[config.mk]
export PLATFORM = sky130hd
export DESIGN_NAME = pmx_top
export DESIGN_NICKNAME = d
export VERILOG_FILES = /design/src/verilog/pmx_pkg.sv /design/src/verilog/pmx_top.sv
export SDC_FILE = /design/constraint.sdc
export NUM_CORES = 1
export LEC_CHECK = 0
export CAP_MARGIN = 20
export CELL_PAD_IN_SITES_DETAIL_PLACEMENT = 1
export CELL_PAD_IN_SITES_GLOBAL_PLACEMENT = 1
export CORE_AREA = 5 5 233 235
export CTS_CLUSTER_DIAMETER = 100
export DETAILED_ROUTE_END_ITERATION = 7
export DIE_AREA = 0 0 238 240
export DONT_BUFFER_PORTS = 1
export GPL_ROUTABILITY_DRIVEN = 0
export GPL_TIMING_DRIVEN = 0
export PLACE_DENSITY = 0.68
export SETUP_SLACK_MARGIN = 0.05
export SLEW_MARGIN = 15
export SYNTH_ARGS = -nofsm -noshare
export SYNTH_HDL_FRONTEND = slang
export SYNTH_SLANG_ARGS = --single-unit
[constraint.sdc]
create_clock -name clock -period 5.5 [get_ports clock]
set_input_delay 0.825 -clock clock [delete_from_list [all_inputs] [get_ports clock]]
set_output_delay 0.825 -clock clock [all_outputs]
set_load 0.1 [all_outputs]
[src/verilog/pmx_pkg.sv]
// Package for the pin ownership and remap priority block.
// Assumes one system clock; all widths fixed at the documented values.
package pmx_pkg;
   localparam int NPIN = 16;
   localparam int SELW = 5;
   localparam int NRIN = 8;
   localparam int NFIX = 2;
   localparam logic [NPIN-1:0] DIR_RESET = 16'hFFFF;
   localparam logic [NPIN-1:0] LAT_RESET = 16'h0000;
   localparam logic [SELW-1:0] SEL_NULL = 5'h00;
   localparam logic [SELW-1:0] SEL_UART_TX = 5'h03;
   localparam logic [SELW-1:0] SEL_UART_RTS = 5'h04;
   localparam logic [SELW-1:0] SEL_SPI_DO = 5'h07;
   localparam logic [SELW-1:0] SEL_SPI_CLK = 5'h08;
   localparam logic [SELW-1:0] SEL_SPI_SS = 5'h09;
   localparam logic [SELW-1:0] SEL_CMP1 = 5'h12;
   localparam logic [SELW-1:0] SEL_CMP2 = 5'h13;
   localparam logic [SELW-1:0] SEL_ENC_DIR = 5'h1A;
   localparam logic [SELW-1:0] SEL_RIN_RESET = 5'h1F;

   typedef struct packed {
      logic en;
      logic data;
      logic oe;
   } pmx_drive_s;

   typedef enum logic [1:0] {
      PMX_PORT = 2'b00,
      PMX_FIXED = 2'b01,
      PMX_REMAP = 2'b10,
      PMX_ANALOG = 2'b11
   } pmx_owner_e;
endpackage : pmx_pkg

[src/verilog/pmx_top.sv]
// Pin ownership arbiter for sixteen remappable general purpose pins.
// Assumes peripheral and port controls come from logic on the same clock;
// the pad input levels are asynchronous and are synchronised here.
// What this block does
// - Fixed priority per pin; the port function is lowest.
// - Two enabled peripherals on one pin: only the higher one drives.
// - Input-only functions never claim the output driver.
// - Input-only pin set to output: latch drives pin and peripheral input.
// - Interrupt, timer clock, capture, fault inputs follow the latch when output.
// - Serial and encoder peripherals own their pins fully when enabled.
// - Module-controlled peripheral disables the port driver on its pin.
// - Software sets direction for user-settable pins; reads return pin level.
// - Interrupt pin as output feeds its latch value to the detector.
// - Enabled UART ignores direction and pin-value registers on its pins.
// - Unused peripheral pin acts as port output when direction is zero.
// - Up to sixteen remappable pins, each with an index.
// - Each remappable input and output is assigned independently.
// - Two-wire bus and analog functions never remap; fixed pins only.
// - Fixed peripherals use their default pin under normal priority.
// - Remapped peripheral outranks every other digital function on a pin.
// - Analog functions outrank any remapped peripheral.
// - Direction one is input, zero is output; all inputs after reset.
// - Latch reads give latch, pin-value reads give port-owned pins, zero elsewhere; writes update latch.
// - Output select zero is the null choice, leaving the port function.
// - Each remapped input is chosen by a five-bit pin index.
`timescale 1ns/1ps
`default_nettype none
module pmx_top
   import pmx_pkg::*;
(
   input wire logic clock,
   input wire logic resetn,
   // Port register write strobes; lat_wr and pin_wr both write the latch
   input wire logic dir_wr,
   input wire logic [NPIN-1:0] dir_wdata,
   input wire logic lat_wr,
   input wire logic pin_wr,
   input wire logic [NPIN-1:0] lat_wdata,
   // Per-pin output select, five bits per pin
   input wire logic out_sel_wr,
   input wire logic [NPIN*SELW-1:0] out_sel_wdata,
   // Per-peripheral input select, five bits per remappable input
   input wire logic in_sel_wr,
   input wire logic [NRIN*SELW-1:0] in_sel_wdata,
   // Remappable peripheral outputs, indexed by their select code
   input wire logic [31:0] remap_out_data,
   // Fixed peripherals: A outranks B; each has a module-control flag
   input wire logic [NPIN-1:0] fix_a_en,
   input wire logic [NPIN-1:0] fix_a_modctl,
   input wire logic [NPIN-1:0] fix_a_data,
   input wire logic [NPIN-1:0] fix_a_oe,
   input wire logic [NPIN-1:0] fix_b_en,
   input wire logic [NPIN-1:0] fix_b_modctl,
   input wire logic [NPIN-1:0] fix_b_data,
   input wire logic [NPIN-1:0] fix_b_oe,
   input wire logic [NPIN-1:0] analog_en,
   input wire logic [NPIN-1:0] pad_in,
   output logic [NPIN-1:0] pad_out,
   output logic [NPIN-1:0] pad_oe,
   output logic [NPIN-1:0] direction_reg,
   output logic [NPIN-1:0] output_latch_reg,
   output logic [NPIN-1:0] pin_value_reg,
   output logic [NRIN-1:0] remap_in_data,
   output logic [NPIN-1:0] fix_in_data,
   output logic [NPIN*SELW-1:0] out_sel,
   output logic [NRIN*SELW-1:0] in_sel,
   output logic [2*NPIN-1:0] pin_owner
);

   logic [NPIN-1:0] pad_meta;
   logic [NPIN-1:0] pad_sync;
   logic [NPIN-1:0] next_dir;
   logic [NPIN-1:0] next_lat;
   logic [NPIN*SELW-1:0] next_out_sel;
   logic [NRIN*SELW-1:0] next_in_sel;
   logic [NPIN-1:0] next_pad_out;
   logic [NPIN-1:0] next_pad_oe;
   logic [NPIN-1:0] next_pin_val;
   logic [NRIN-1:0] next_rin;
   logic [NPIN-1:0] next_fin;
   logic [2*NPIN-1:0] next_owner;

   // Pin level seen by the core: the driven value while driving, else the pad
   function automatic logic level_of(input logic oe, input logic drv, input logic pad);
      level_of = oe ? drv : pad;
   endfunction : level_of

   // A select code names a peripheral output; unknown codes act as null
   function automatic logic code_valid(input logic [SELW-1:0] c);
      case (c)
         SEL_UART_TX, SEL_UART_RTS, SEL_SPI_DO, SEL_SPI_CLK, SEL_SPI_SS,
         SEL_CMP1, SEL_CMP2, SEL_ENC_DIR: code_valid = 1'b1;
         default: code_valid = 1'b0;
      endcase
   endfunction : code_valid

   // Pads are asynchronous to the core; only the second stage is read
   always_ff @(posedge clock or negedge resetn) begin
      if (!resetn) begin
         pad_meta <= '0;
         pad_sync <= '0;
      end else begin
         pad_meta <= pad_in;
         pad_sync <= pad_meta;
      end
   end

   // Port and select registers
   always_comb begin
      next_dir = direction_reg;
      next_lat = output_latch_reg;
      next_out_sel = out_sel;
      next_in_sel = in_sel;
      if (dir_wr) begin
         next_dir = dir_wdata;
      end
      if (lat_wr || pin_wr) begin
         next_lat = lat_wdata;
      end
      if (out_sel_wr) begin
         next_out_sel = out_sel_wdata;
      end
      if (in_sel_wr) begin
         next_in_sel = in_sel_wdata;
      end
   end

   always_ff @(posedge clock or negedge resetn) begin
      if (!resetn) begin
         direction_reg <= DIR_RESET;
         output_latch_reg <= LAT_RESET;
         out_sel <= {NPIN{SEL_NULL}};
         in_sel <= {NRIN{SEL_RIN_RESET}};
      end else begin
         direction_reg <= next_dir;
         output_latch_reg <= next_lat;
         out_sel <= next_out_sel;
         in_sel <= next_in_sel;
      end
   end

   // Ownership: analog > remapped > fixed A > fixed B > port
   always_comb begin
      logic [SELW-1:0] code;
      logic lvl;
      code = SEL_NULL;
      lvl = 1'b0;
      next_pad_out = '0;
      next_pad_oe = '0;
      next_pin_val = '0;
      next_fin = '0;
      next_owner = '0;
      for (int p = 0; p < NPIN; p++) begin
         code = out_sel[p*SELW +: SELW];
         if (analog_en[p]) begin
            next_pad_oe[p] = 1'b0;
            next_owner[2*p +: 2] = PMX_ANALOG;
         end else if (code_valid(code)) begin
            next_pad_out[p] = remap_out_data[code];
            next_pad_oe[p] = 1'b1;
            next_owner[2*p +: 2] = PMX_REMAP;
         end else if (fix_a_en[p] && fix_a_modctl[p]) begin
            next_pad_out[p] = fix_a_data[p];
            next_pad_oe[p] = fix_a_oe[p];
            next_owner[2*p +: 2] = PMX_FIXED;
         end else if (fix_b_en[p] && fix_b_modctl[p]) begin
            next_pad_out[p] = fix_b_data[p];
            next_pad_oe[p] = fix_b_oe[p];
            next_owner[2*p +: 2] = PMX_FIXED;
         end else begin
            // Input-only and unused functions leave the port in charge
            next_pad_out[p] = output_latch_reg[p];
            next_pad_oe[p] = !direction_reg[p];
            next_owner[2*p +: 2] = PMX_PORT;
         end
         lvl = level_of(next_pad_oe[p], next_pad_out[p], pad_sync[p]);
         // Module-controlled pins hide their level from the port path
         if (next_owner[2*p +: 2] == PMX_PORT) begin
            next_pin_val[p] = lvl;
         end else begin
            next_pin_val[p] = 1'b0;
         end
         next_fin[p] = lvl;
      end
      for (int i = 0; i < NRIN; i++) begin
         code = in_sel[i*SELW +: SELW];
         if (code < SELW'(NPIN)) begin
            next_rin[i] = level_of(next_pad_oe[code[3:0]], next_pad_out[code[3:0]],
                                   pad_sync[code[3:0]]);
         end else begin
            next_rin[i] = 1'b0;
         end
      end
   end

   always_ff @(posedge clock or negedge resetn) begin
      if (!resetn) begin
         pad_out <= '0;
         pad_oe <= '0;
         pin_value_reg <= '0;
         remap_in_data <= '0;
         fix_in_data <= '0;
         pin_owner <= '0;
      end else begin
         pad_out <= next_pad_out;
         pad_oe <= next_pad_oe;
         pin_value_reg <= next_pin_val;
         remap_in_data <= next_rin;
         fix_in_data <= next_fin;
         pin_owner <= next_owner;
      end
   end

endmodule : pmx_top
`default_nettype wire

-- Word-level counts from Yosys, hierarchy flattened
Memory sizes are Yosys's and may differ from the RTL's.
Index checks and enable logic that the tools add are counted.
- magnitude comparators: 32
- mux-type cells: 336
- reduce and logical (&&, ||, !) cells: 65
- operator list (operator ; count):
    $mux 1 ; 264
    $bmux 1 s4 ; 24
    $lt 5x6->1 const B ; 16
    $bmux 1 s5 ; 16
    $mux 2 ; 32
    $lt 4x5->1 const B ; 8
    $lt 5x5->1 const B ; 8
    $logic_and 1x1->1 ; 32
    $logic_not 2->1 ; 16
    $logic_not 1->1 ; 16
    $logic_or 1x1->1 ; 1
- bits in registers: 288
- memory bits (read-only): 512
- word-level logic and storage cells: 461
- memories: 16
- memory list (memory ; words ; bits a word ; rd ports ; clocked after Yosys merged registers in ; write ports ; RTL line ; source):
    (no name shown) ; 32 ; 1 ; 1 ; 0 ; 0 ; pmx_top.sv:90 ; case (c)
    (no name shown) ; 32 ; 1 ; 1 ; 0 ; 0 ; pmx_top.sv:90 ;
    (no name shown) ; 32 ; 1 ; 1 ; 0 ; 0 ; pmx_top.sv:90 ;
    (no name shown) ; 32 ; 1 ; 1 ; 0 ; 0 ; pmx_top.sv:90 ;
    (no name shown) ; 32 ; 1 ; 1 ; 0 ; 0 ; pmx_top.sv:90 ;
    (no name shown) ; 32 ; 1 ; 1 ; 0 ; 0 ; pmx_top.sv:90 ;
    10 more memories ; - ; - ; - ; - ; - ; - ;

-- Depth between registers and ports, before layout
- depth after elaboration: 9
- mapped depth: 14
- depth with buffers taken out: 12

-- Least setup slack after synthesis
Ideal clock, no wire load.
- path kind: reg2reg
- start point: register out_sel[20]
- end point: register remap_in_data[3]
- library setup time: 0.104 ns
- data arrival time: 3.634 ns
- data required time: 5.396 ns
- path slack: 1.762 ns
- stages on the path, launching flop included: 14
- buffers on the path: 2
- period minus slack after synthesis: 3.738 ns
- cell sequence: dfrtp_1 -> clkbuf_1 -> buf_2 -> inv_1 -> ha_1 -> nand3b_1 -> o311ai_1 -> a21oi_1 -> nor2_1 -> mux4_2 -> mux2i_1 -> mux2_2 -> a21oi_1 -> a221oi_1
- word-level cells in the longest chain between the ends: 8
- elaborated cells between the ends (all ways): 14
- RTL lines (element ; RTL line ; source):
    start: declaration ; pmx_top.sv:65 ; output logic [NPIN*SELW-1:0] out_sel,
    start signal: assignment ; pmx_top.sv:132 ; out_sel <= {NPIN{SEL_NULL}};
    start signal: assignment ; pmx_top.sv:137 ; out_sel <= next_out_sel;
    $mem_v2 32x1 ; - ;
    $mux 1 ; pmx_top.sv:155 ; if (analog_en[p]) begin
    $mux 1 ; pmx_top.sv:158 ; end else if (code_valid(code)) begin
    $mux 1 ; pmx_top.sv:155 ;
    named net next_pad_oe[4] ; pmx_top.sv:77 ; logic [NPIN-1:0] next_pad_oe;
    $bmux 1 s4 ; pmx_top.sv:188 ; next_rin[i] = level_of(next_pad_oe[code[3:0]], next_pad_out[code[3:0]],
    $mux 1 (not written as such) ; pmx_top.sv:188 ;
    $mux 1 ; pmx_top.sv:85 ; level_of = oe ? drv : pad;
    $mux 1 ; pmx_top.sv:187 ; if (code < SELW'(NPIN)) begin
    named net next_rin[3] ; pmx_top.sv:79 ; logic [NRIN-1:0] next_rin;
    end signal: assignment ; pmx_top.sv:208 ; remap_in_data <= next_rin;
    end: declaration ; pmx_top.sv:63 ; output logic [NRIN-1:0] remap_in_data,
The timed path passes the listed nets, and every way through them passes these cells. The select of a mux whose other input is x is not followed.
A chain may end at the register's enable or synchronous reset.

-- Worst setup path after layout
- start point: register out_sel[70]
- end point: register remap_in_data[2]
The elaborated chain is that of the path after synthesis.

==> flow_summary_export.csv <==
group,metric,value,unit
run_status,status,"finished clean",
timing,fin_crit_sh,93.99,%
yosys,ys_seq_area_share,36.72,%
clock_network,tritoncts,"done",
yosys,yosys_register_bits,288,
timing,final-setup-viol-count,0,
power,power_per_cell_area,385.9,mW/mm^2
timing,slew_headroom,18.47,%
clock_network,clk_latency,550,ps
worst_setup_path,cp-start-kind,"flop",
global_routing,overflow,0,
worst_setup_path,worst_ep_required_time,5970,ps
routing,firstDrtPassIters,5,
cells_and_area,finalNonFillerCells,2703,
worst_setup_path,critPathMaxFanout,10,
worst_setup_path,end_kind,"flop",
clock_network,postCtsSetupBuffers,0,
timing,period_needed,5169,ps
global_routing,grt_pass1_wl,130.4,mm
routing,drt-total-wl,93.74,mm
timing,drv_slew,0,
place,io_buffers,0,
timing,rsz0062_at_grt,"false",
place,hpwl,70.21,mm
die,die_h,240,um
global_routing,grt_max_degree,289,
die,die_w,238,um
place,place_area,0.02109,mm^2
cells_and_area,final_area,0.02255,mm^2
die,num_rows,84,
power,p_total,0.008702,W
clock_network,cts_buffers,35,
yosys,synth_edf_count,0,
timing,fin_skew,19.03,ps
cells_and_area,reg_top3,"out_sel x80, in_sel x40, pin_owner x32",
cells_and_area,fill_cells,5724,
clock_network,clk_pin_slew,60,ps
cells_and_area,regMostFlops,"out_sel",
yosys,syn_avg_cell_area,10.39,um^2
routing,viasPerCell,6.700,
place,dp.cells,2620,
clock_network,htreeDepth,2,
yosys,synth_ff_type,"dfrtp_1",
cells_and_area,largest_reg_flops,80,
die,core,0.05202,mm^2
cells_and_area,layout_common_cells,"dfrtp_1, nand2_1, mux2_2, nor2_1, clkbuf_1",
yosys,synthArstFlopShare,100.0,%
die,num_io_pins,607,
cells_and_area,areaGrowthSynthToFinish,13.79,%
worst_setup_path,arrival,5630,ps
yosys,syn_nets,2291,
yosys,yosysWarnings,0,
cells_and_area,final_common_cell,"dfrtp_1",
routing,ant_nets,0,
cells_and_area,nets,2365,
die,initial_utilization,38.09,%
global_routing,grt_pass1_vias,18685,
min_path,min_path_type,"primary input to async pin",
clock_network,cts_resized,0,
cells_and_area,final_layout_size_suffix_gt1_share,24.00,%
timing,worst_slew_pin_slew,1223,ps
yosys,synth_area,0.01982,mm^2
global_routing,track_usage,30.59,%
power,static-leakage-power,9.078,nW
worst_setup_path,crit_type,"flop to flop",
routing,vias,18109,
clock_network,clk_path_buf_depth,3,
die,die_area,0.05712,mm^2
global_routing,antenna_found_initial,14,
clock_network,numClockSinks,288,
job,drv_cap,0,
routing,wl_per_cell,34.68,um
clock_network,cts_root_buffer,"clkbuf_16",
routing,drtIter0Drc,1546,
yosys,ys_types,96,
power,ir_worst_vdd,231.3,uV
timing,fmax,0.1934,GHz
timing,timing.final.hold_violations,0,
routing,drc,0,
yosys,netlist_instances,1908,
cell usage after synthesis (34+ instances only):
| library cell | instances | area share, % |
|---|---|---|
| dfrtp_1 | 232 | 29 |
| nand2_1 | 182 | 3.4 |
| mux2_2 | 135 | 7.7 |
| nor2_1 | 118 | 2.2 |
| mux4_2 | 110 | 13 |
| mux2i_1 | 105 | 5.3 |
| clkbuf_1 | 103 | 2.0 |
| o21ai_0 | 92 | 2.3 |
| inv_1 | 57 | 1.1 |
| dfstp_2 | 56 | 7.4 |
| a21oi_1 | 55 | 1.4 |
| nand3_1 | 42 | 1.1 |
| buf_2 | 36 | 0.91 |
| nand3b_1 | 34 | 1.3 |
routing by layer:
layer,wire length (um),global-route usage [%],up-vias,part of all wire [%]
met1,35170,37.54,9301,38
met4,4525,11.84,4,4.8
met2,43790,50.21,1147,47
met3,10240,10.30,258,11
met5,21,0,-,0.022
li1,-,-,7399,-
stage by stage:
step | TNS [ps] | setup WS (ps) | hold WS (ps) | util, %
global placement | -2551 | -610.3 | 334.9 | 39.75
detailed placement | 0 | 392.1 | 336.2 | 40.54
finish | 0 | 330.6 | 133.5 | 43.35
CTS | 0 | 329.4 | -51.90 | 42.87
floorplan | 0 | 1762 | 331.2 | -
global route | 0 | 86.63 | 96.58 | 43.34
worst max-delay path, stage by stage (launching register included):
cell	delay, ps
dfrtp_1	970
buf_2	370
buf_2	330
inv_1	120
ha_1	290
mux2i_1	70
o32a_1	330
a21oi_1	580
clkbuf_1	670
nor2_1	270
o21ai_0	230
nor3_1	70
nor4_1	310
o311a_1	280
o32a_1	190
cell families after synthesis:
| group | after synthesis | synth area share (%) |
|---|---|---|
| AND/OR/NAND/NOR | 586 | 14.98 |
| AO/OA/AOI/OAI | 429 | 16.06 |
| multiplexers | 355 | 25.76 |
| flip-flops | 288 | 36.72 |
| buffers and inverters | 218 | 4.464 |
| adder cells (fa/ha/maj) | 32 | 2.020 |
power by group:
group          switching [W]  internal (W)  leakage, nW
logic                0.00125      0.000848         5.12
registers            0.00180       0.00235         3.36
clock network       0.000984       0.00148        0.593
total                0.00403       0.00468         9.08
area by class of cell:
cell class / instances / area, um^2 / share of cell area [%]
Antenna cell: 7 / 17.52 / 0.07767
Sequential cell: 288 / 7277 / 32.27
Buffer: 153 / 639.4 / 2.835
Clock inverter: 16 / 207.7 / 0.9210
Multi-Input combinational cell: 1402 / 11690 / 51.85
Clock buffer: 47 / 1002 / 4.444
Tap cell: 688 / 860.8 / 3.817
Inverter: 65 / 245.2 / 1.087
Timing Repair Buffer: 37 / 609.3 / 2.702
final timing paths:
check | from | end | slack (ps) | cells past startpoint
worst max-delay path | out_sel[70]$_DFFE_PN0P_ | remap_in_data[2]$_DFF_PN0_ | 330 | 14
worst min-delay path | resetn | direction_reg[5]$_DFFE_PN1P_ | 130 | 0
worst max register to register | out_sel[70]$_DFFE_PN0P_ | remap_in_data[2]$_DFF_PN0_ | 330 | 14
worst min register to register | pad_meta[13]$_DFF_PN0_ | pad_sync[13]$_DFF_PN0_ | 340 | 0
max in group asynchronous | resetn | fix_in_data[12]$_DFF_PN0_ | 4190 | 1
min in group clock | pad_in[12] | pad_meta[12]$_DFF_PN0_ | 300 | 0
Power figures use the tool's default switching activity.
